**src/interval_timer_pkg.sv**
```systemverilog
// Constants, field positions and types for the interval timer
package interval_timer_pkg;

  // ************************************************
  // Sizes
  // ************************************************
  localparam int COUNTERS = 3;
  localparam int COUNT_W = 16;
  localparam int BUS_W = 8;

  // ************************************************
  // Address and control word encodings
  // ************************************************
  localparam logic [1:0] SEL_CONTROL = 2'h3;
  localparam logic [1:0] SC_READBACK = 2'h3;
  localparam logic [1:0] ACC_LATCH = 2'h0;
  localparam logic [1:0] ACC_LOW = 2'h1;
  localparam logic [1:0] ACC_HIGH = 2'h2;
  localparam logic [1:0] ACC_BOTH = 2'h3;
  localparam int CW_SC = 6;
  localparam int CW_ACC = 4;
  localparam int CW_MODE = 1;
  localparam int CW_BCD = 0;
  localparam int RB_NO_COUNT = 5;
  localparam int RB_NO_STATUS = 4;
  localparam int RB_SEL = 1;

  // ************************************************
  // Count values and steps
  // ************************************************
  localparam logic [15:0] COUNT_ZERO = 16'h0000;
  localparam logic [15:0] COUNT_ONE = 16'h0001;
  localparam logic [15:0] COUNT_TWO = 16'h0002;
  localparam logic [1:0] STEP_ONE = 2'h1;
  localparam logic [1:0] STEP_TWO = 2'h2;
  localparam logic [3:0] BCD_WRAP = 4'ha;

  typedef enum logic [2:0] {
    MODE_TERMINAL = 3'h0,
    MODE_ONESHOT = 3'h1,
    MODE_RATE = 3'h2,
    MODE_SQUARE = 3'h3,
    MODE_SOFT_STROBE = 3'h4,
    MODE_HARD_STROBE = 3'h5
  } mode_t;

  typedef struct packed {
    logic cs_n;
    logic rd_n;
    logic wr_n;
    logic [1:0] sel;
    logic [7:0] data;
    logic [2:0] clk;
    logic [2:0] gate;
  } pins_t;

endpackage : interval_timer_pkg

```
**src/programmable_interval_timer.sv**
```systemverilog
// Three-counter programmable interval timer with strobe bus interface
//
// Overview of operation
// - Three identical 16-bit counters, each programmed into any of six modes on its own.
// - Each counter counts in binary or BCD as chosen by its control word.
// - Read and write strobes are ignored unless chip select is low with them.
// - Register select 11 addresses the control word, other codes a counter.
// - The control word register cannot be read back.
// - A write with chip select low at select 11 captures the data bus as a control word.
// - Control words program counters, and include counter latch and read-back of status.
// - The processor reads a counter with the read strobe and loads with the write strobe.
// - Each counter has its own clock, gate and output and depends on no other.
// - The output enable goes low only while valid read data stands on the read bus.
// - Each counter holds control, counting element, read latch, load register, status.
module programmable_interval_timer
  import interval_timer_pkg::*;
(
  // Clock and reset
  input wire logic CLK,
  input wire logic SYS_RST,
  // Processor bus
  input wire logic CHIP_SELECT_N,
  input wire logic READ_STROBE_N,
  input wire logic WRITE_STROBE_N,
  input wire logic [1:0] REGISTER_SELECT,
  input wire logic [BUS_W-1:0] WRITE_BUS,
  output logic [BUS_W-1:0] READ_BUS,
  output logic READ_DRIVE_ENABLE_N,
  // Counter pins
  input wire logic [COUNTERS-1:0] COUNTER_CLOCK,
  input wire logic [COUNTERS-1:0] COUNTER_GATE,
  output logic [COUNTERS-1:0] COUNTER_WAVE
);

  // ************************************************
  // Functions
  // ************************************************
  // Decrement by one or two, digit-wise with borrow in BCD
  function automatic logic [15:0] count_down(input logic [15:0] v,
                                             input logic bcd_mode,
                                             input logic [1:0] step);
    logic [15:0] r;
    logic [4:0] d;
    logic [1:0] b;
    r = COUNT_ZERO;
    b = step;
    d = '0;
    if (!bcd_mode) begin
      r = v - {14'h0000, step};
    end else begin
      for (int k = 0; k < 4; k++) begin
        d = {1'b0, v[4*k +: 4]} - {3'h0, b};
        if (d[4]) begin
          r[4*k +: 4] = d[3:0] + BCD_WRAP;
          b = STEP_ONE;
        end else begin
          r[4*k +: 4] = d[3:0];
          b = 2'h0;
        end
      end
    end
    return r;
  endfunction : count_down

  // Codes 110 and 111 alias the rate and square modes
  function automatic mode_t norm_mode(input logic [2:0] m);
    return m[1] ? mode_t'({1'b0, m[1:0]}) : mode_t'(m);
  endfunction : norm_mode

  // ************************************************
  // Pin synchronisers
  // ************************************************
  pins_t pins;
  pins_t meta;
  pins_t s;

  assign pins = '{cs_n: CHIP_SELECT_N, rd_n: READ_STROBE_N,
                  wr_n: WRITE_STROBE_N, sel: REGISTER_SELECT,
                  data: WRITE_BUS, clk: COUNTER_CLOCK,
                  gate: COUNTER_GATE};

  always_ff @(posedge CLK) begin
    if (SYS_RST) begin
      meta <= '1;
      s <= '1;
    end else begin
      meta <= pins;
      s <= meta;
    end
  end

  // ************************************************
  // Bus strobes
  // ************************************************
  logic wr_act;
  logic rd_act;
  logic wr_prev;
  logic rd_prev;
  logic wr_done;
  logic rd_start;
  logic rd_done;
  logic [BUS_W-1:0] wdata;
  logic [1:0] wsel;
  logic [1:0] rsel;
  logic rd_valid;
  logic [COUNTERS-1:0] clk_prev;
  logic [COUNTERS-1:0] gate_prev;
  logic [COUNTERS-1:0] tick;
  logic [COUNTERS-1:0] gate_rise;

  assign wr_act = !s.cs_n && !s.wr_n;
  assign rd_act = !s.cs_n && !s.rd_n;
  // Writes act at the trailing edge so the data has settled
  assign wr_done = wr_prev && !wr_act;
  assign rd_start = rd_act && !rd_prev;
  assign rd_done = rd_prev && !rd_act;
  assign tick = clk_prev & ~s.clk;
  assign gate_rise = ~gate_prev & s.gate;

  always_ff @(posedge CLK) begin
    if (SYS_RST) begin
      wr_prev <= 1'b0;
      rd_prev <= 1'b0;
      wdata <= '0;
      wsel <= '0;
      rsel <= '0;
      clk_prev <= '1;
      gate_prev <= '1;
    end else begin
      wr_prev <= wr_act;
      rd_prev <= rd_act;
      clk_prev <= s.clk;
      gate_prev <= s.gate;
      if (wr_act) begin
        wdata <= s.data;
        wsel <= s.sel;
      end
      if (rd_start) begin
        rsel <= s.sel;
      end
    end
  end

  // ************************************************
  // Counter state
  // ************************************************
  logic [COUNT_W-1:0] count [COUNTERS];
  logic [COUNT_W-1:0] reload [COUNTERS];
  logic [COUNT_W-1:0] latched [COUNTERS];
  logic [BUS_W-1:0] status [COUNTERS];
  logic [1:0] acc [COUNTERS];
  mode_t mode [COUNTERS];
  logic [COUNT_W-1:0] dec1 [COUNTERS];
  logic [COUNT_W-1:0] dec2 [COUNTERS];
  logic [COUNTERS-1:0] bcd;
  logic [COUNTERS-1:0] out;
  logic [COUNTERS-1:0] null_cnt;
  logic [COUNTERS-1:0] pend;
  logic [COUNTERS-1:0] loaded;
  logic [COUNTERS-1:0] run;
  logic [COUNTERS-1:0] fired;
  logic [COUNTERS-1:0] trig;
  logic [COUNTERS-1:0] wr_hi;
  logic [COUNTERS-1:0] rd_hi;
  logic [COUNTERS-1:0] latch_flag;
  logic [COUNTERS-1:0] status_flag;

  always_comb begin
    for (int i = 0; i < COUNTERS; i++) begin
      dec1[i] = count_down(count[i], bcd[i], STEP_ONE);
      dec2[i] = count_down(count[i], bcd[i], STEP_TWO);
    end
  end

  // One loop body serves all three counters alike
  always_ff @(posedge CLK) begin
    if (SYS_RST) begin
      for (int i = 0; i < COUNTERS; i++) begin
        count[i] <= COUNT_ZERO;
        reload[i] <= COUNT_ZERO;
        latched[i] <= COUNT_ZERO;
        status[i] <= '0;
        acc[i] <= ACC_LATCH;
        mode[i] <= MODE_TERMINAL;
      end
      bcd <= '0;
      out <= '0;
      null_cnt <= '0;
      pend <= '0;
      loaded <= '0;
      run <= '0;
      fired <= '0;
      trig <= '0;
      wr_hi <= '0;
      rd_hi <= '0;
      latch_flag <= '0;
      status_flag <= '0;
    end else begin
      for (int i = 0; i < COUNTERS; i++) begin
        // Gate edge held until the next counter clock; set wins
        if (tick[i]) trig[i] <= 1'b0;
        if (gate_rise[i]) trig[i] <= 1'b1;

        if (tick[i]) begin
          unique case (mode[i])
            MODE_TERMINAL, MODE_SOFT_STROBE: begin
              if (pend[i]) begin
                count[i] <= reload[i];
                pend[i] <= 1'b0;
                null_cnt[i] <= 1'b0;
                run[i] <= 1'b1;
                fired[i] <= 1'b0;
              end else if (run[i] && s.gate[i]) begin
                count[i] <= dec1[i];
                if (mode[i] == MODE_TERMINAL) begin
                  if (dec1[i] == COUNT_ZERO) out[i] <= 1'b1;
                end else begin
                  out[i] <= !(dec1[i] == COUNT_ZERO && !fired[i]);
                  if (dec1[i] == COUNT_ZERO) fired[i] <= 1'b1;
                end
              end
            end
            MODE_ONESHOT, MODE_HARD_STROBE: begin
              if (trig[i] && loaded[i]) begin
                count[i] <= reload[i];
                pend[i] <= 1'b0;
                null_cnt[i] <= 1'b0;
                run[i] <= 1'b1;
                fired[i] <= 1'b0;
                if (mode[i] == MODE_ONESHOT) out[i] <= 1'b0;
              end else if (run[i]) begin
                count[i] <= dec1[i];
                if (mode[i] == MODE_ONESHOT) begin
                  if (dec1[i] == COUNT_ZERO) out[i] <= 1'b1;
                end else begin
                  out[i] <= !(dec1[i] == COUNT_ZERO && !fired[i]);
                  if (dec1[i] == COUNT_ZERO) fired[i] <= 1'b1;
                end
              end
            end
            MODE_RATE: begin
              if ((pend[i] && !run[i]) || (trig[i] && loaded[i])) begin
                count[i] <= reload[i];
                pend[i] <= 1'b0;
                null_cnt[i] <= 1'b0;
                run[i] <= 1'b1;
                out[i] <= 1'b1;
              end else if (run[i] && s.gate[i]) begin
                if (count[i] == COUNT_ONE) begin
                  count[i] <= reload[i];
                  pend[i] <= 1'b0;
                  null_cnt[i] <= 1'b0;
                  out[i] <= 1'b1;
                end else begin
                  count[i] <= dec1[i];
                  out[i] <= dec1[i] != COUNT_ONE;
                end
              end
            end
            MODE_SQUARE: begin
              if ((pend[i] && !run[i]) || (trig[i] && loaded[i])) begin
                count[i] <= reload[i];
                pend[i] <= 1'b0;
                null_cnt[i] <= 1'b0;
                run[i] <= 1'b1;
                out[i] <= 1'b1;
              end else if (run[i] && s.gate[i]) begin
                // Odd counts give both half-periods (count+1)/2 clocks
                if (count[i] <= COUNT_TWO) begin
                  count[i] <= reload[i];
                  pend[i] <= 1'b0;
                  null_cnt[i] <= 1'b0;
                  out[i] <= !out[i];
                end else begin
                  count[i] <= dec2[i];
                end
              end
            end
          endcase
        end

        // Low gate holds the periodic modes high at once
        if ((mode[i] == MODE_RATE || mode[i] == MODE_SQUARE) &&
            !s.gate[i]) begin
          out[i] <= 1'b1;
        end

        // Read completion walks the byte order
        if (rd_done && rsel == 2'(i)) begin
          if (status_flag[i]) begin
            status_flag[i] <= 1'b0;
          end else if (acc[i] == ACC_BOTH && !rd_hi[i]) begin
            rd_hi[i] <= 1'b1;
          end else begin
            rd_hi[i] <= 1'b0;
            latch_flag[i] <= 1'b0;
          end
        end

        if (wr_done && wsel == SEL_CONTROL) begin
          if (wdata[CW_SC +: 2] == SC_READBACK) begin
            if (wdata[RB_SEL + i]) begin
              if (!wdata[RB_NO_COUNT] && !latch_flag[i]) begin
                latched[i] <= count[i];
                latch_flag[i] <= 1'b1;
              end
              if (!wdata[RB_NO_STATUS] && !status_flag[i]) begin
                status[i] <= {out[i], null_cnt[i], acc[i], mode[i], bcd[i]};
                status_flag[i] <= 1'b1;
              end
            end
          end else if (wdata[CW_SC +: 2] == 2'(i)) begin
            if (wdata[CW_ACC +: 2] == ACC_LATCH) begin
              if (!latch_flag[i]) begin
                latched[i] <= count[i];
                latch_flag[i] <= 1'b1;
              end
            end else begin
              mode[i] <= norm_mode(wdata[CW_MODE +: 3]);
              acc[i] <= wdata[CW_ACC +: 2];
              bcd[i] <= wdata[CW_BCD];
              out[i] <= norm_mode(wdata[CW_MODE +: 3]) != MODE_TERMINAL;
              null_cnt[i] <= 1'b1;
              pend[i] <= 1'b0;
              loaded[i] <= 1'b0;
              run[i] <= 1'b0;
              wr_hi[i] <= 1'b0;
              rd_hi[i] <= 1'b0;
              latch_flag[i] <= 1'b0;
              status_flag[i] <= 1'b0;
            end
          end
        end else if (wr_done && wsel == 2'(i)) begin
          if (acc[i] == ACC_LOW ||
              (acc[i] == ACC_BOTH && !wr_hi[i])) begin
            reload[i] <= {8'h00, wdata};
          end else begin
            reload[i] <= {wdata, acc[i] == ACC_HIGH ? 8'h00 : reload[i][7:0]};
          end
          if (acc[i] == ACC_BOTH && !wr_hi[i]) begin
            wr_hi[i] <= 1'b1;
            // First byte halts a terminal count in progress
            if (mode[i] == MODE_TERMINAL) begin
              run[i] <= 1'b0;
              out[i] <= 1'b0;
            end
          end else if (acc[i] != ACC_LATCH) begin
            wr_hi[i] <= 1'b0;
            pend[i] <= 1'b1;
            loaded[i] <= 1'b1;
            null_cnt[i] <= 1'b1;
            if (mode[i] == MODE_TERMINAL) begin
              run[i] <= 1'b0;
              out[i] <= 1'b0;
            end
            if (mode[i] == MODE_SOFT_STROBE) run[i] <= 1'b0;
          end
        end
      end
    end
  end

  assign COUNTER_WAVE = out;

  // ************************************************
  // Read path
  // ************************************************
  logic [1:0] ridx;
  logic [COUNT_W-1:0] rvalue;
  logic [BUS_W-1:0] rbyte;

  always_comb begin
    ridx = (s.sel == SEL_CONTROL) ? 2'h0 : s.sel;
    rvalue = latch_flag[ridx] ? latched[ridx] : count[ridx];
    if (status_flag[ridx]) begin
      rbyte = status[ridx];
    end else if (acc[ridx] == ACC_HIGH ||
                 (acc[ridx] == ACC_BOTH && rd_hi[ridx])) begin
      rbyte = rvalue[15:8];
    end else begin
      rbyte = rvalue[7:0];
    end
  end

  // Control word reads leave the bus undriven
  always_ff @(posedge CLK) begin
    if (SYS_RST) begin
      READ_BUS <= '0;
      rd_valid <= 1'b0;
    end else if (rd_start && s.sel != SEL_CONTROL) begin
      READ_BUS <= rbyte;
      rd_valid <= 1'b1;
    end else if (!rd_act) begin
      rd_valid <= 1'b0;
    end
  end

  assign READ_DRIVE_ENABLE_N = !rd_valid;

endmodule : programmable_interval_timer

```
**config.mk**
```make
export PLATFORM = sky130hd
export DESIGN_NAME = programmable_interval_timer
export DESIGN_NICKNAME = d
export VERILOG_FILES = /design/src/interval_timer_pkg.sv /design/src/programmable_interval_timer.sv
export SDC_FILE = /design/constraint.sdc
export NUM_CORES = 1
export LEC_CHECK = 0
export ABC_AREA = 1
export ABC_CLOCK_PERIOD_IN_PS = 9700
export BUFFER_PORTS_ARGS = -buffer_cell sky130_fd_sc_hd__buf_2
export CORE_ASPECT_RATIO = 1.25
export CORE_MARGIN = 2
export CORE_UTILIZATION = 40
export DETAILED_ROUTE_END_ITERATION = 7
export MAX_ROUTING_LAYER = met4
export PLACE_DENSITY = 0.63
export SLEW_MARGIN = 5
export SYNTH_ARGS = -nofsm -noshare
export SYNTH_HDL_FRONTEND = slang
export SYNTH_SLANG_ARGS = --single-unit
```
**constraint.sdc**
```tcl
create_clock -name CLK -period 9.7 [get_ports CLK]
set_input_delay 0.485 -clock CLK [delete_from_list [all_inputs] [get_ports CLK]]
set_output_delay 0.485 -clock CLK [all_outputs]
set_load 0.1 [all_outputs]
```
==> impl_metrics.env, run 1 <==
export IMPL_num_nets_final=2647
export IMPL_drt_first_pass_iters=5
export IMPL_fin_skew_ns=0.01872
export IMPL_slowest_delay_ns=0.41
export IMPL_relSlewSlack_pct=23.34
export IMPL_fp_dieArea_um2=48760
export IMPL_fp_dieW_um=197.9
export IMPL_tritoncts="yes"
export IMPL_holdCritStartpoint="COUNTER_CLOCK[0]"
export IMPL_antenna_found_initial=1
export IMPL_ant_nets=0
export IMPL_clkLatencyLatePin_ns=0.60
export IMPL_finalPower_uw=2812
export IMPL_max_freq_mhz=203.5
export IMPL_syn_area_um2=18800
export IMPL_endpoint_kind="register"
export IMPL_grt_pass1_vias=16878
export IMPL_portBuffers=32
export IMPL_wl_met1_um=26430
export IMPL_crit_top_cell="nand2_1"
export IMPL_wl_per_cell_um=20.07
export IMPL_fin_hold_ws_ns=0.06658
export IMPL_yosys_warnings=0
export IMPL_htreeDepth=1
export IMPL_final_cell_mix="nand2_1, nor2_1, inv_1"
export IMPL_grt_max_degree=57
export IMPL_dp_hpwl_um=47880
export IMPL_clk_pin_slew_ns=0.06
export IMPL_leakage_uw=0.008682
export IMPL_areaGrowthSynthToFinish_pct=8.652
export IMPL_worst_slew_pin_slew_ns=1.147
export IMPL_ys_ff_latch=286
export IMPL_drv_cap=0
export IMPL_worst_setup_path_start_kind="register"
export IMPL_synth_flop_cell="edfxtp_1"
export IMPL_slowest_stage="edfxtp_1"
export IMPL_cts_root_buf="clkbuf_16"
export IMPL_clkSinkCount=286
export IMPL_drive_above_1_share_pct=8.879
export IMPL_placementRows=88
export IMPL_ys_seq_area_share_pct=40.20
export IMPL_powerDensity_nw_per_um2=137.7
export IMPL_synth_cell_type_count=57
export IMPL_worstSetupStartpoint="count[2][1]"
export IMPL_synth_fp_nets=2648
export IMPL_final_common_cell="nand2_1"
export IMPL_holdCritPathClass="input port to register"
export IMPL_syn_area_per_cell_um2=7.358
export IMPL_cp_max_fo=8
export IMPL_crit_type="register to register"
export IMPL_worst_ep_arrival_time_ns=5.44
export IMPL_utilization_pct=44.17
export IMPL_synth_cells=2555
export IMPL_core_area_um2=46240
export IMPL_drtIter0Drc=1639
export IMPL_routed_top_layer="met4"
export IMPL_cts_made_buffers=31
export IMPL_cts_resized=0
export IMPL_holdBufCountCts=0
export IMPL_ios=33
export IMPL_min_period_ns=4.914
export IMPL_r2r_start="count[2][1]"
export IMPL_async_flop_share_pct=0
export IMPL_hold_viol_final=0
export IMPL_met3WireLength_um=4265
export IMPL_setup_viol=0
export IMPL_cts_max_path_buffers=3
export IMPL_fillers=4690
export IMPL_synth_edf_count=183
export IMPL_multi_input_area_um2=9658
export IMPL_initial_core_util_pct=40.65
export IMPL_num_vias=17809
export IMPL_die_height_um=246.4
export IMPL_grt_setup_unrepaired="no"
export IMPL_gp_congestion=0.9776
export IMPL_viasPerCell=5.627
export IMPL_met2_length_um=30380
export IMPL_wirelength_um=63510
export IMPL_grt_pass1_wl_um=97430
export IMPL_status="finished clean"
export IMPL_gr_total_overflow=0
export IMPL_maxSlewViolCount=0
export IMPL_post_route_drc_count=0
export IMPL_cp_required_ns=10.23
export IMPL_post_route_period_util_pct=50.66
export IMPL_grt_use_total_pct=26.76
export IMPL_finalSetupTns_ns=0
export IMPL_cts_setup_buffers=0
export IMPL_vdd_drop_max_v=0.0001384
export IMPL_seqCellArea_um2=7557
==> state kept, by name, summed over array words and instances (netlist names), 6 cells and up <==
register  cells
wdata         8
acc           6
latched      48
reload       48
status       24
READ_BUS      8
meta         19
s            19
count        48
mode          9
==> cells by family (layout without fill, tap and decap cells) <==
| group | Yosys count | after routing | share of synthesized area, % |
|---|---|---|---|
| flip-flops | 286 | 286 | 40.20 |
| XOR/XNOR | 49 | 49 | 2.283 |
| other | 0 | 1 | 0 |
| adder cells (fa/ha/maj) | 72 | 72 | 4.792 |
| AND/OR/NAND/NOR | 1337 | 1337 | 31.29 |
| buffers and inverters | 401 | 425 | 8.432 |
| AO/OA/AOI/OAI | 410 | 410 | 13.00 |
==> Yosys cell counts (15+ instances only) <==
cell type,instances,area share [%]
nand2_1,574,11
nor2_1,354,7.1
inv_1,291,5.8
nand3_1,199,5.3
edfxtp_1,183,29
o21ai_0,152,4.0
a21oi_1,105,2.8
dfxtp_1,103,11
ha_1,72,4.8
or2_2,53,1.8
nor3_1,48,1.3
xor2_1,46,2.1
clkbuf_1,45,0.90
nand4_1,33,1.1
o22ai_1,29,0.96
o211ai_1,26,1.0
nor2_2,22,0.73
buf_2,20,0.53
inv_2,18,0.36
a31oi_1,16,0.53
o311ai_0,15,0.70
==> critical path: cells and delay by family, from the launching register on <==
family,cells,cell delay [ns]
AO/OA/AOI/OAI,2,0.34
flip-flops,1,0.41
buffers and inverters,2,0.35
adder cells (fa/ha/maj),8,1.80
AND/OR/NAND/NOR,20,1.93
==> per-stage QoR <==
step | instance area (um2) | std cells | setup WS (ns)
final | 20430 | 3165 | 4.786
after global routing | 20430 | 3165 | 4.257
after CTS | 20420 | 3164 | 4.885
after detailed placement | 19420 | 3106 | 4.912
after global placement | 19420 | 3106 | 5.016
after floorplan | 18800 | 2555 | 5.517
==> per-layer routing <==
metal	vias to the layer above	global-route usage, %
met5	-	-
met4	0	10.28
met3	142	3.313
met2	716	44.42
met1	8405	33.29
li1	8546	-
==> power breakdown <==
group | switching, uW | total (uW) | internal (uW)
clock network | 526 | 1190 | 668
logic | 191 | 264 | 73.6
registers | 26.5 | 1350 | 1330
==> area by class of cell <==
type	count	area share (%)
inverter	322	5.941
clock buffer	46	4.373
timing repair buffer	45	1.262
clock inverter	12	0.5513
sequential	286	37.00
multi-input combinational	1868	47.28
tap	585	3.583
antenna	1	0.01225
==> worst paths after layout <==
check / end / slack, ns / cells past startpoint
worst max-delay path: COUNTER_WAVE[2] / 4.79 / 32
worst min-delay path: meta[3] / 0.07 / 2
worst max register to register: COUNTER_WAVE[2] / 4.79 / 32
worst min register to register: s[0] / 0.40 / 1
No activity file was read; power rests on OpenSTA's default activity.
==> run 2, diff against run 1 <==
ABC_CLOCK_PERIOD_IN_PS = 4500   (was 9700)
PLACE_DENSITY = 0.65   (was 0.63)
clock period = 4.5 ns   (was 9.7 ns; I/O delays follow)
==> run 2 against run 1 <==
Compared with the run above:
- largest cell class unchanged
- flip-flop and latch count is the same
- clock-buffer cell count shrank 7
- design area grew 3.0%
- routed wire length grew 0.27%
- first-iteration DRC count shrank 0.73%
- sequential power grew 120%
- critical path type unchanged
- maximum frequency grew 16%
- via count grew 0.76%
- die area is the same
- worst setup slack lost 4.5 ns
- clock power grew 120%
==> impl_metrics.env, run 2 (synthesis gave the netlist of run 1 again) <==
export IMPL_wirelength_um=63680
export IMPL_dp_hpwl_um=47930
export IMPL_num_vias=17945
export IMPL_relSlewSlack_pct=30.53
export IMPL_fin_skew_ns=0.05546
export IMPL_status="finished clean"
export IMPL_post_route_drc_count=0
export IMPL_tritoncts="yes"
export IMPL_whs_path_depth=3
export IMPL_slowest_delay_ns=0.51
export IMPL_met3WireLength_um=3671
export IMPL_gr_total_overflow=0
export IMPL_power_frac_clock_pct=42.2
export IMPL_met2_length_um=31000
export IMPL_clkSinkCount=286
export IMPL_max_freq_mhz=236.7
export IMPL_antenna_found_initial=0
export IMPL_cp_max_fo=6
export IMPL_cts_made_buffers=28
export IMPL_r2r_slack_ns=0.27
export IMPL_p_comb_share_pct=10.0
export IMPL_final_cell_mix="nand2_1, nor2_1, inv_1"
export IMPL_post_route_period_util_pct=93.90
export IMPL_grt_use_total_pct=26.85
export IMPL_worst_setup_path_start_kind="register"
export IMPL_worst_slew_pin_slew_ns=1.039
export IMPL_die_height_um=246.4
export IMPL_vdd_drop_max_v=0.0003296
export IMPL_cts_root_buf="clkbuf_16"
export IMPL_finalNonFillerCells=3221
export IMPL_timing_rr_end="COUNTER_WAVE[0]"
export IMPL_seq_power_share_pct=47.9
export IMPL_crit_end="COUNTER_WAVE[0]"
export IMPL_grt_pass1_wl_um=98240
export IMPL_initial_core_util_pct=40.65
export IMPL_top_regs="count: 48 flops, latched: 48 flops, reload: 48 flops"
export IMPL_htreeDepth=1
export IMPL_internal_power_uw=4501
export IMPL_min_period_ns=4.225
export IMPL_fp_dieW_um=197.9
export IMPL_grt_pass1_vias=17227
export IMPL_holdCritPathClass="input port to register"
export IMPL_fillers=4653
export IMPL_placementRows=88
export IMPL_placed_cell_area_um2=19670
export IMPL_areaGrowthSynthToFinish_pct=11.87
export IMPL_multi_input_area_um2=9756
export IMPL_hold_viol_final=0
export IMPL_gp_congestion=0.9779
export IMPL_worst_ep_arrival_time_ns=4.72
export IMPL_drv_cap=0
export IMPL_r2r_start="count[0][3]"
export IMPL_powerDensity_nw_per_um2=289.7
export IMPL_ios=33
export IMPL_drive_above_1_share_pct=11.38
export IMPL_cp_required_ns=4.99
export IMPL_crit_top_cell="nand2_1"
export IMPL_fp_dieArea_um2=48760
export IMPL_cts_max_path_buffers=3
export IMPL_maxSlewViolCount=0
export IMPL_final_common_cell="nand2_1"
export IMPL_stdcell_area_um2=21030
export IMPL_endpoint_kind="register"
export IMPL_worstSetupStartpoint="count[0][3]"
export IMPL_switching_share_pct=26.13
export IMPL_antenna_cells=0
export IMPL_r2r_cells=30
export IMPL_core_area_um2=46240
export IMPL_clk_pin_slew_ns=0.07
export IMPL_crit_type="register to register"
export IMPL_setup_viol=0
export IMPL_drt_first_pass_iters=6
export IMPL_drtIter0Drc=1627
export IMPL_power_switching_uw=1592
export IMPL_slowest_stage="edfxtp_1"
export IMPL_grt_max_degree=55
export IMPL_leakage_uw=0.008941
export IMPL_seqCellArea_um2=7557
export IMPL_clkLatencyLatePin_ns=0.62
export IMPL_routed_top_layer="met4"
export IMPL_num_nets_final=2707
export IMPL_dp_cells=3139
export IMPL_viasPerCell=5.571
export IMPL_wl_met1_um=26340
export IMPL_ant_nets=0
export IMPL_fin_hold_ws_ns=0.3253
export IMPL_portBuffers=32
export IMPL_wl_per_cell_um=19.77
-- run 2: worst max-delay path, delay by kind of cell (launching register included) --
family / cells / cell delay, ns
buffers and inverters: 5 / 0.46
flip-flops: 1 / 0.51
AND/OR/NAND/NOR: 16 / 1.45
adder cells (fa/ha/maj): 7 / 1.47
AO/OA/AOI/OAI: 2 / 0.23
-- run 2: cell type report --
cell class,count,share of cell area [%]
clock buffer,39,3.873
clock inverter,13,0.8507
inverter,322,5.770
multi-input combinational,1868,46.38
sequential,286,35.93
tap,585,3.480
timing repair buffer,108,3.712
-- run 2: through the flow --
stage / power (uW) / utilization, % / worst slack [ns] / setup TNS [ns]
2_1_floorplan: 3345 / - / 0.3175 / 0
6_report: 6093 / 45.48 / 0.2747 / 0
4_1_cts: 6107 / 45.11 / 0.05536 / 0
5_1_grt: 6284 / 45.48 / -0.04302 / -0.1039
3_5_place_dp: 3549 / 42.53 / 0.06974 / 0
3_3_place_gp: 3543 / 42.53 / 0.1701 / 0
-- run 2: power by group through the flow --
stage,logic (uW),registers (uW),clock network [uW]
finish,607,2920,2570
global route,673,2920,2690
CTS,591,2920,2600
detailed placement,575,2970,0
global placement,571,2970,0
floorplan,387,2960,0
-- run 2: worst min path at each step --
stage	from	end	slack [ns]
floorplan	COUNTER_GATE[0]	meta[0]	0.33
CTS	WRITE_BUS[4]	meta[10]	0.30
detailed placement	meta[10]	s[10]	0.39
finish	WRITE_BUS[4]	meta[10]	0.33
global placement	meta[3]	s[3]	0.39
global route	COUNTER_CLOCK[1]	meta[4]	0.33
-- run 2: layer usage --
layer | track usage, % | vias to the layer above
li1 | - | 8653
met1 | 33.04 | 8516
met2 | 45.61 | 640
met3 | 2.355 | 136
met4 | 10.55 | 0
met5 | - | -
-- run 2: repair_timing --
item | in CTS | in global routing
gates resized for setup | 0 | 36
hold endpoints to repair | 20 | 0
endpoints found under the setup margin | 0 | 7
hold buffers | 20 | 0
buffers inserted | 0 | 10
